===== src/logic/frs_defs.vh =====
// constants for the fan ramp smoothing control block
// Summary of operation
// - remote1 duty ramps gradually toward its target
// - fast table sweeps 37.5 down to 0.8 s
// - slow selector gives 52.2 down to 1.1 s
// - slow-down bit 0 quarters the remote1 rate; bits 1-2 are unused
// - smoothing applies only when enable bit set
// - sync bit set: speed inputs 2-4 follow drive3
// - sync bit clear: only inputs 3-4 follow drive3
// - drive1 below floor: 0% or minimum by bit5
// - drive2 below floor: 0% or minimum by bit6
// - drive3 below floor: 0% or minimum by bit7
// - global lock makes the register read-only
`ifndef FRS_DEFS_VH
`define FRS_DEFS_VH
`define FRS_ADDR_ACOU1 12'h062
`define FRS_ADDR_CFG6 12'h010
`define FRS_ADDR_CFG1 12'h040
`define FRS_ADDR_TARGET 12'h100
`define FRS_ADDR_MIN 12'h104
`define FRS_ADDR_STATUS 12'h108
`define FRS_ACOU1_RESET 8'h00
`define FRS_CFG6_RESET 8'h00
`define FRS_MIN_RESET 8'h00
`define FRS_BIT_SMOOTH_EN 3
`define FRS_BIT_SYNC 4
`define FRS_BIT_FLOOR1 5
`define FRS_BIT_FLOOR2 6
`define FRS_BIT_FLOOR3 7
`define FRS_BIT_SLOW 7
`define FRS_BIT_LOCK 1
// slot: 37.5 s / (255 steps * 240 slots) for the slowest code; 52.2 s slow
`define FRS_SLOT_FAST_NS 612745
`define FRS_SLOT_SLOW_NS 852941
`define FRS_CLK_MHZ 250
`define FRS_SLOWDOWN_FACTOR 4
`endif


===== src/logic/frs_slot_timer.v =====
// time slot enable generator for the duty ramp
`timescale 1ns/1ps
module frs_slot_timer #(
   parameter integer SLOT_FAST_CYC = 153186,
   parameter integer SLOT_SLOW_CYC = 213235
) (
   input wire pclk,
   input wire presetn,
   input wire slow_sel,
   output reg slot_tick
);
   reg [31:0] cnt_q;
   wire [31:0] limit;
   // slow selector stretches the slot period
   assign limit = slow_sel ? SLOT_SLOW_CYC[31:0] : SLOT_FAST_CYC[31:0];
   always @(posedge pclk or negedge presetn) begin
      if (!presetn) begin
         cnt_q <= 32'h0;
         slot_tick <= 1'b0;
      end else if (cnt_q + 32'h1 >= limit) begin
         cnt_q <= 32'h0;
         slot_tick <= 1'b1;
      end else begin
         cnt_q <= cnt_q + 32'h1;
         slot_tick <= 1'b0;
      end
   end
endmodule


===== src/logic/frs_top.v =====
// remote1 ramp smoothing, floor select and speed sync with apb registers
`timescale 1ns/1ps
`include "frs_defs.vh"
module frs_top #(
   parameter integer SLOT_FAST_CYC =
      `FRS_SLOT_FAST_NS * `FRS_CLK_MHZ / 1000,
   parameter integer SLOT_SLOW_CYC =
      `FRS_SLOT_SLOW_NS * `FRS_CLK_MHZ / 1000
) (
   input wire pclk,
   input wire presetn,
   input wire psel,
   input wire penable,
   input wire pwrite,
   input wire [11:0] paddr,
   input wire [31:0] pwdata,
   output wire pready,
   output reg [31:0] prdata,
   output wire pslverr,
   input wire auto_mode,
   input wire [2:0] below_floor,
   input wire [7:0] remote1_target_duty,
   input wire [7:0] drive2_duty_in,
   input wire [7:0] drive3_duty_in,
   input wire [2:0] channel_slowdown,
   output reg [7:0] fan_drive_output_1,
   output reg [7:0] fan_drive_output_2,
   output reg [7:0] fan_drive_output_3,
   output reg [2:0] speed_sync_to_drive3
);
   reg [7:0] acou1_q;
   reg [7:0] cfg6_q;
   reg lock_q;
   reg [7:0] floor1_q;
   reg [7:0] floor2_q;
   reg [7:0] floor3_q;
   reg [7:0] duty1_q;
   reg [7:0] slot_cnt_q;
   reg [1:0] quarter_q;
   wire slot_tick;
   wire wr_en;
   wire [2:0] ramp_rate;
   wire smooth_en;
   wire [7:0] min_reg_rd;

   // slots per step: higher codes ramp faster, sweep time scales with count
   function [7:0] slots_per_step;
      input [2:0] code;
      begin
         case (code)
            3'h0: slots_per_step = 8'hf0;
            3'h1: slots_per_step = 8'h78;
            3'h2: slots_per_step = 8'h50;
            3'h3: slots_per_step = 8'h30;
            3'h4: slots_per_step = 8'h1e;
            3'h5: slots_per_step = 8'h14;
            3'h6: slots_per_step = 8'h0a;
            default: slots_per_step = 8'h05;
         endcase
      end
   endfunction

   // floor duty: minimum when selected else off
   function [7:0] floor_duty;
      input sel;
      input [7:0] minimum;
      begin
         floor_duty = sel ? minimum : 8'h00;
      end
   endfunction

   assign pready = 1'b1;
   assign pslverr = 1'b0;
   assign wr_en = psel & penable & pwrite;
   assign ramp_rate = acou1_q[2:0];
   assign smooth_en = acou1_q[`FRS_BIT_SMOOTH_EN];
   assign min_reg_rd = floor1_q;

   frs_slot_timer #(
      .SLOT_FAST_CYC(SLOT_FAST_CYC),
      .SLOT_SLOW_CYC(SLOT_SLOW_CYC)
   ) u_slot (
      .pclk(pclk),
      .presetn(presetn),
      .slow_sel(cfg6_q[`FRS_BIT_SLOW]),
      .slot_tick(slot_tick)
   );

   // register writes; lock is sticky until reset
   always @(posedge pclk or negedge presetn) begin
      if (!presetn) begin
         acou1_q <= `FRS_ACOU1_RESET;
         cfg6_q <= `FRS_CFG6_RESET;
         lock_q <= 1'b0;
         floor1_q <= `FRS_MIN_RESET;
         floor2_q <= `FRS_MIN_RESET;
         floor3_q <= `FRS_MIN_RESET;
      end else if (wr_en) begin
         case (paddr)
            `FRS_ADDR_ACOU1: begin
               if (!lock_q)
                  acou1_q <= pwdata[7:0];
            end
            `FRS_ADDR_CFG6: begin
               cfg6_q <= pwdata[7:0];
            end
            `FRS_ADDR_CFG1: begin
               if (pwdata[`FRS_BIT_LOCK])
                  lock_q <= 1'b1;
            end
            `FRS_ADDR_MIN: begin
               floor1_q <= pwdata[7:0];
               floor2_q <= pwdata[15:8];
               floor3_q <= pwdata[23:16];
            end
            default: begin
               lock_q <= lock_q;
            end
         endcase
      end
   end

   always @* begin
      case (paddr)
         `FRS_ADDR_ACOU1: prdata = {24'h0, acou1_q};
         `FRS_ADDR_CFG6: prdata = {24'h0, cfg6_q};
         `FRS_ADDR_CFG1: prdata = {30'h0, lock_q, 1'b0};
         `FRS_ADDR_TARGET: prdata = {24'h0, remote1_target_duty};
         `FRS_ADDR_MIN: prdata = {8'h0, floor3_q, floor2_q, min_reg_rd};
         `FRS_ADDR_STATUS: prdata = {21'h0, speed_sync_to_drive3,
                                    duty1_q};
         default: prdata = 32'h0;
      endcase
   end

   // remote1 ramp engine: one duty step per slot count
   always @(posedge pclk or negedge presetn) begin
      if (!presetn) begin
         duty1_q <= 8'h00;
         slot_cnt_q <= 8'h00;
         quarter_q <= 2'h0;
      end else if (!smooth_en) begin
         duty1_q <= remote1_target_duty;
         slot_cnt_q <= 8'h00;
         quarter_q <= 2'h0;
      end else if (duty1_q == remote1_target_duty) begin
         slot_cnt_q <= 8'h00;
         quarter_q <= 2'h0;
      end else if (slot_tick) begin
         if (slot_cnt_q + 8'h01 >= slots_per_step(ramp_rate)) begin
            slot_cnt_q <= 8'h00;
            // slowdown bit: need four full step periods per step
            if (channel_slowdown[0] && quarter_q != 2'h3) begin
               quarter_q <= quarter_q + 2'h1;
            end else begin
               quarter_q <= 2'h0;
               if (duty1_q < remote1_target_duty)
                  duty1_q <= duty1_q + 8'h01;
               else
                  duty1_q <= duty1_q - 8'h01;
            end
         end else begin
            slot_cnt_q <= slot_cnt_q + 8'h01;
         end
      end
   end

   // outputs with floor handling in automatic mode
   always @(posedge pclk or negedge presetn) begin
      if (!presetn) begin
         fan_drive_output_1 <= 8'h00;
         fan_drive_output_2 <= 8'h00;
         fan_drive_output_3 <= 8'h00;
         speed_sync_to_drive3 <= 3'h0;
      end else begin
         if (auto_mode && below_floor[0])
            fan_drive_output_1 <= floor_duty(acou1_q[`FRS_BIT_FLOOR1],
                                             floor1_q);
         else
            fan_drive_output_1 <= duty1_q;
         if (auto_mode && below_floor[1])
            fan_drive_output_2 <= floor_duty(acou1_q[`FRS_BIT_FLOOR2],
                                             floor2_q);
         else
            fan_drive_output_2 <= drive2_duty_in;
         if (auto_mode && below_floor[2])
            fan_drive_output_3 <= floor_duty(acou1_q[`FRS_BIT_FLOOR3],
                                             floor3_q);
         else
            fan_drive_output_3 <= drive3_duty_in;
         // bit0 = input2, bit1 = input3, bit2 = input4
         if (acou1_q[`FRS_BIT_SYNC])
            speed_sync_to_drive3 <= 3'h7;
         else
            speed_sync_to_drive3 <= 3'h6;
      end
   end
endmodule


===== config.mk =====
export PLATFORM = sky130hd
export DESIGN_NAME = frs_top
export DESIGN_NICKNAME = d
export VERILOG_FILES = /design/src/logic/frs_slot_timer.v /design/src/logic/frs_top.v
export VERILOG_INCLUDE_DIRS = /design/src /design/src/logic
export SDC_FILE = /design/constraint.sdc
export NUM_CORES = 1
export LEC_CHECK = 0
export ABC_AREA = 1
export CAP_MARGIN = 20
export CELL_PAD_IN_SITES_DETAIL_PLACEMENT = 2
export CELL_PAD_IN_SITES_GLOBAL_PLACEMENT = 2
export CORE_MARGIN = 4
export CORE_UTILIZATION = 36
export DETAILED_ROUTE_END_ITERATION = 10
export DONT_BUFFER_PORTS = 1
export GPL_TIMING_DRIVEN = 0
export PLACE_DENSITY_LB_ADDON = 0.1
export SETUP_SLACK_MARGIN = 0.15
export SLEW_MARGIN = 20
export SYNTH_ARGS = -nofsm -noshare
export SYNTH_HDL_FRONTEND = slang
export SYNTH_SLANG_ARGS = --single-unit
export TNS_END_PERCENT = 20

===== constraint.sdc =====
create_clock -name pclk -period 3.2 [get_ports pclk]
set_input_delay 0.32 -clock pclk [delete_from_list [all_inputs] [get_ports pclk]]
set_output_delay 0.32 -clock pclk [all_outputs]
set_load 0.05 [all_outputs]

; Yosys cells after proc, flatten, opt, wreduce, memory -nomap -nowiden
; Cells that the tools add are included.
; W data, S select, Z words.
[totals]
reg_bits = 119
inputBits = 80
output_inout_bits = 61
word_cells = 87
[classes]
addsub = 5
n_lt_le_gt_ge = 3
eq_ne = 20
mux = 30
bitwise_logic = 3
n_reduce_logical = 11
[op_table]
columns = operator, n
row1 = $mux W8, 19
row2 = $pmux W24 S6, 1
row3 = $pmux W8 S7, 1
row4 = $eq A12 B9 Y1 const B, 3
row5 = $add A32 B1 Y32 const B, 1
row6 = $ge A32 B32 Y1, 1
row7 = $mux W32, 1
row8 = $eq A12 B7 Y1 const B, 2
row9 = $mux W17, 1
row10 = $add A8 B1 Y8 const B, 2
row11 = $eq A12 B5 Y1 const B, 1
row12 = $mux W2, 5
row13 = $eq A3 B3 Y1 const B, 3
row14 = $eq A8 B8 Y1, 1
row15 = $ge A8 B8 Y1, 1
row16 = $lt A8 B8 Y1, 1
row17 = $sub A8 B1 Y8 const B, 1
row18 = $eq A3 B2 Y1 const B, 2
row19 = $ne A2 B2 Y1 const B, 3
row20 = $ne A3 B1 Y1 const B, 2
row21 = $reduce_and A2 Y1, 3
row22 = $reduce_and A3 Y1, 2
row23 = $logic_and A1 B1 Y1, 4
row24 = $ne A2 B1 Y1 const B, 2
row25 = other kinds (7), 9

; Longest topological paths before layout
[depth]
ltp_word = 10
mapped_depth = 20
depth_no_buf = 19

; Cells and area by module
; From an unflattened synthesis, not the netlist that was laid out.
[unflattened]
cells_unflattened = 975
hier_area_um2 = 7191.9
[by_module_without_submodules]
columns = module, n_inst, cells_each, area_each_um2, seq_area_each_um2
row1 = frs_top, 1, 624, 4899.7, 2127.0
row2 = frs_slot_timer, 1, 351, 2292.2, 825.8

; Worst setup path before layout
; OpenSTA, ideal clock, no wires.
[synth_timing]
path_type = reg2reg
startpoint = reg duty1_q[5]
endpoint = reg duty1_q[5]
setup_time_ns = 0.132
t_arrival_ns = 2.452
required_time_ns = 3.068
slack_ns = 0.616
stages_incl_launch_ff = 16
path_buffers = 0
period_less_slack_ns = 2.584
cell_sequence = dfrtp_1 -> ha_1 -> a21oi_1 -> nor2_1 -> a211oi_1 -> nand2_1 -> ha_1 -> a21oi_1 -> nand2_1 -> nand2_1 -> nand2_1 -> a21oi_1 -> xor2_1 -> o21bai_1 -> nand2_1 -> o21ai_0
[synth_between]
elab_chain_len = 7
elab_cells_between_ends = 12
classes_between = add/sub: 2 / order compare: 1 / eq/ne: 2 / mux: 6 / reduce/logical: 1
[synth_lines]
columns = item, line_no
row1 = from (decl), frs_top.v:37  ; reg [7:0] duty1_q;
row2 = from (signal assigned), frs_top.v:143  ; duty1_q <= remote1_target_duty;
row3 = from (signal assigned), frs_top.v:158  ; duty1_q <= duty1_q + 8'h01;
row4 = from (signal assigned), frs_top.v:160  ; duty1_q <= duty1_q - 8'h01;
row5 = "$sub A8 B1 Y8, or another cell as far along", frs_top.v:160
row6 = $mux W8, frs_top.v:157  ; if (duty1_q < remote1_target_duty)
row7 = $mux W8, frs_top.v:153  ; if (channel_slowdown[0] && quarter_q != 2'h3) begin
row8 = $mux W8, frs_top.v:150  ; if (slot_cnt_q + 8'h01 >= slots_per_step(ramp_rate)) begin
row9 = $mux W8, frs_top.v:149  ; end else if (slot_tick) begin
row10 = $mux W8, frs_top.v:146  ; end else if (duty1_q == remote1_target_duty) begin
row11 = $mux W8, frs_top.v:142  ; end else if (!smooth_en) begin
; Several ways; a longest one is shown, not always the timed one. The select of a mux whose other input is x is not followed.
; A chain may end at the register's enable or synchronous reset.

; Worst setup path after layout
[layout_timing]
startpoint = reg duty1_q[5]
endpoint = reg duty1_q[6]
; The elaborated chain is that of the path after synthesis.

==> impl_metrics.env <==
export IMPL_ios=141
export IMPL_cts_htree_levels=4
export IMPL_hold_path_depth=2
export IMPL_rsz0062_at_grt="true"
export IMPL_cts_buffer_depth=2
export IMPL_firstDrtPassIters=4
export IMPL_die_w_um=147
export IMPL_grt_pass1_vias=7431
export IMPL_routed_via_count=6458
export IMPL_antenna_found_initial=0
export IMPL_syn_instance_count=919
export IMPL_fin_crit_ns=2.89
export IMPL_chipHeight_um=147
export IMPL_gp_congestion=0.859
export IMPL_yosysWarningCount=0
export IMPL_initial_utilization_pct=37.0
export IMPL_fin_nets=1092
export IMPL_synth_mux_area_fraction_pct=0.143
export IMPL_final_cells=1252
export IMPL_grt_max_degree=119
export IMPL_required_ns=3.51
export IMPL_fin_total_pwr_uw=3930
export IMPL_track_usage_pct=22.8
export IMPL_fin_tns_setup_ns=0
export IMPL_syn_cell_area_um2=7000
export IMPL_syn2layout_area_growth_pct=19.7
export IMPL_clk_latency_ns=0.43
export IMPL_path_class="reg2reg"
export IMPL_cp_data_arrival_time_ns=3.19
export IMPL_finalClockSkew_ns=0.00866
export IMPL_finalCritPeriodShare_pct=90.2
export IMPL_drtIter0Drc=269
export IMPL_antenna_cells=0
export IMPL_status="completed"
export IMPL_numPortBuffers=0
export IMPL_tightest_slew_ns=1.17
export IMPL_peakVddDrop_v=0.000349
export IMPL_clkTransAtPathRegs_ns=0.06
export IMPL_hp_class="in2reg"
export IMPL_syn_area_per_cell_um2=7.61
export IMPL_place_inst=1202
export IMPL_cts_tree="yes"
export IMPL_num_rows=50
export IMPL_slew_headroom_pct=23.6
export IMPL_wl_per_cell_um=19.8
export IMPL_postRouteAntennaNets=0
export IMPL_drive_gt1_share_pct=12.4
export IMPL_hold_violations=0
export IMPL_numCtsBuffers=17
export IMPL_synth_xor_area_share_pct=1.63
export IMPL_regArea_um2=2960
export IMPL_clock_sinks=118
export IMPL_crit_fanout=7
export IMPL_routed_wl_mm=24.8
export IMPL_viasPerCell=5.16
export IMPL_worstRegToRegCells=15
export IMPL_end_kind="flip-flop"
export IMPL_ys_ff_latch=118
export IMPL_n_fill_cell=2189
export IMPL_drv_slew=0
export IMPL_seq_area_frac_synth_pct=42.2
export IMPL_multiInputGateArea_um2=3610
export IMPL_fmax_mhz=346
export IMPL_coreArea_um2=18900
export IMPL_ys_types=42
export IMPL_drc=0
export IMPL_synthAdderAreaFrac_pct=6.01
export IMPL_grt_overflow=0
export IMPL_finalSetupViolCount=0
export IMPL_synth_compound_area_share_pct=11.5
export IMPL_max_cap_violations=0
export IMPL_power_leakage_uw=0.00412
export IMPL_start_kind="flip-flop"
export IMPL_dieArea_um2=21700
export IMPL_root_buffer="clkbuf_16"
export IMPL_yosys_area_share_simple_pct=28.8
export IMPL_powerDensity_nw_per_um2=470
export IMPL_grt_pass1_wl_mm=39.4
export IMPL_synth_top_family_by_area="simple AND/OR/NAND/NOR gates"
export IMPL_hpwl_mm=18.2
-- worst paths after layout --
kind                                                 to         startpoint  slack [ns]
max in group asynchronous                    duty1_q[6]            presetn        2.13
worst min register to register  speed_sync_to_drive3[0]         acou1_q[4]        0.41
min in group asynchronous              u_slot.cnt_q[13]            presetn        0.56
worst min-delay path              fan_drive_output_2[1]  drive2_duty_in[1]        0.02
worst max-delay path                         duty1_q[6]         duty1_q[5]        0.31
worst max register to register               duty1_q[6]         duty1_q[5]        0.31
-- flip-flops by register name (all words and copies together) (netlist names) --
signal	cells
acou1_q	8
cfg6_q	8
duty1_q	8
fan_drive_output_1	8
fan_drive_output_2	8
fan_drive_output_3	8
floor1_q	8
floor2_q	8
floor3_q	8
lock_q	1
quarter_q	2
slot_cnt_q	8
speed_sync_to_drive3	2
u_slot.cnt_q	32
u_slot.slot_tick	1
-- worst max-delay path: stages (launching register included) --
cell and delay [ns]:
dfrtp_1 0.40, ha_1 0.32, a21oi_2 0.14, nor2_1 0.06
a211oi_2 0.28, nand2_2 0.22, fa_2 0.45, nand3_1 0.09
nand3_2 0.09, nand2_1 0.10, nand2_1 0.07, a21oi_2 0.15
xor2_1 0.15, o21ai_0 0.10, nand2_1 0.08, o21ai_0 0.08
-- kinds of logic after synthesis --
logic type,Yosys count
compound gates,138
xor+xnor,13
fa+ha+maj,33
mux,1
flops,118
other cells,2
simple gates,452
buf+inv,162
-- area by class of cell --
cell class	instances	area share, %
Clock inverter	15	2.18
Timing Repair Buffer	18	2.36
Tap cell	260	3.89
Inverter	134	6.01
Buffer	28	2.02
Clock buffer	17	5.08
Sequential cell	118	35.3
Multi-Input combinational cell	662	43.2
-- power breakdown --
group | internal [uW] | switching [uW] | leakage (uW) | total (uW)
clock network | 1180 | 814 | 0.000297 | 1990
registers | 1530 | 102 | 0.00146 | 1630
logic | 107 | 205 | 0.00237 | 312
total | 2810 | 1120 | 0.00412 | 3930
-- per-stage QoR --
| step | setup slack [ns] | instance area [um2] | utilization, % | hold slack, ns |
|---|---|---|---|---|
| finish | 0.314 | 8370 | 44.3 | 0.0159 |
| global route | 0.0288 | 8370 | 44.3 | 0.00194 |
| CTS | 0.159 | 8130 | 43.1 | 0.0000786 |
| detailed placement | 0.0756 | 7430 | 39.3 | 0.0305 |
| global placement | 0.233 | 7410 | 39.2 | 0.0306 |
| floorplan | 0.616 | 7080 | - | 0.0244 |
-- per-layer routing --
metal	GRT usage, %	part of all wire (%)
met1	26.5	41
met2	41.3	53
met3	6.28	4.6
met4	6.80	2.2
met5	0	0
-- synthesized netlist by cell type, drive strengths merged --
cell,number,area [um2]
nand2,239,932
inv,131,492
nor2,131,631
dfrtp,118,2950
nand3,55,280
o21ai,54,270
a21oi,37,185
ha,32,400
o31ai,21,158
buf,14,113
clkbuf,14,52.6
xor2,10,87.6
nand4,9,56.3
nor3,9,55.1
o221ai,7,61.3
o22ai,7,43.8
a211oi,4,30.0
clkinv,3,11.3
nand3b,3,22.5
o211ai,3,22.5
o21bai,3,22.5
xnor2,3,26.3
and3,2,12.5
conb,2,7.51
or2,2,12.5
a31oi,1,6.26
and2,1,6.26
fa,1,20.0
mux2i,1,10.0
nor3b,1,7.51
o21a,1,7.51
-- what timing repair did --
item / CTS / global route
setup buffers: 0 / 11
pin swaps: 0 / 9
hold buffers: 6 / 0
hold endpoints to repair: 122 / 0
endpoints found under the setup margin: 16 / 27
resized for setup: 4 / 22
gates cloned: 0 / 1
-- cells in the final DEF (no fill, tap or decap), types with 13 or more instances in the layout --
| cell | count |
|---|---|
| nand2_1 | 227 |
| buf_4 | 21 |
| o31ai_1 | 21 |
| a21oi_1 | 35 |
| conb_1 | 25 |
| o21ai_0 | 52 |
| nor2_4 | 15 |
| inv_1 | 129 |
| nor2_1 | 107 |
| clkbuf_1 | 13 |
| ha_1 | 28 |
| nand3_1 | 53 |
| clkbuf_16 | 18 |
| dfrtp_1 | 116 |
No activity file was read; power rests on OpenSTA's default activity.
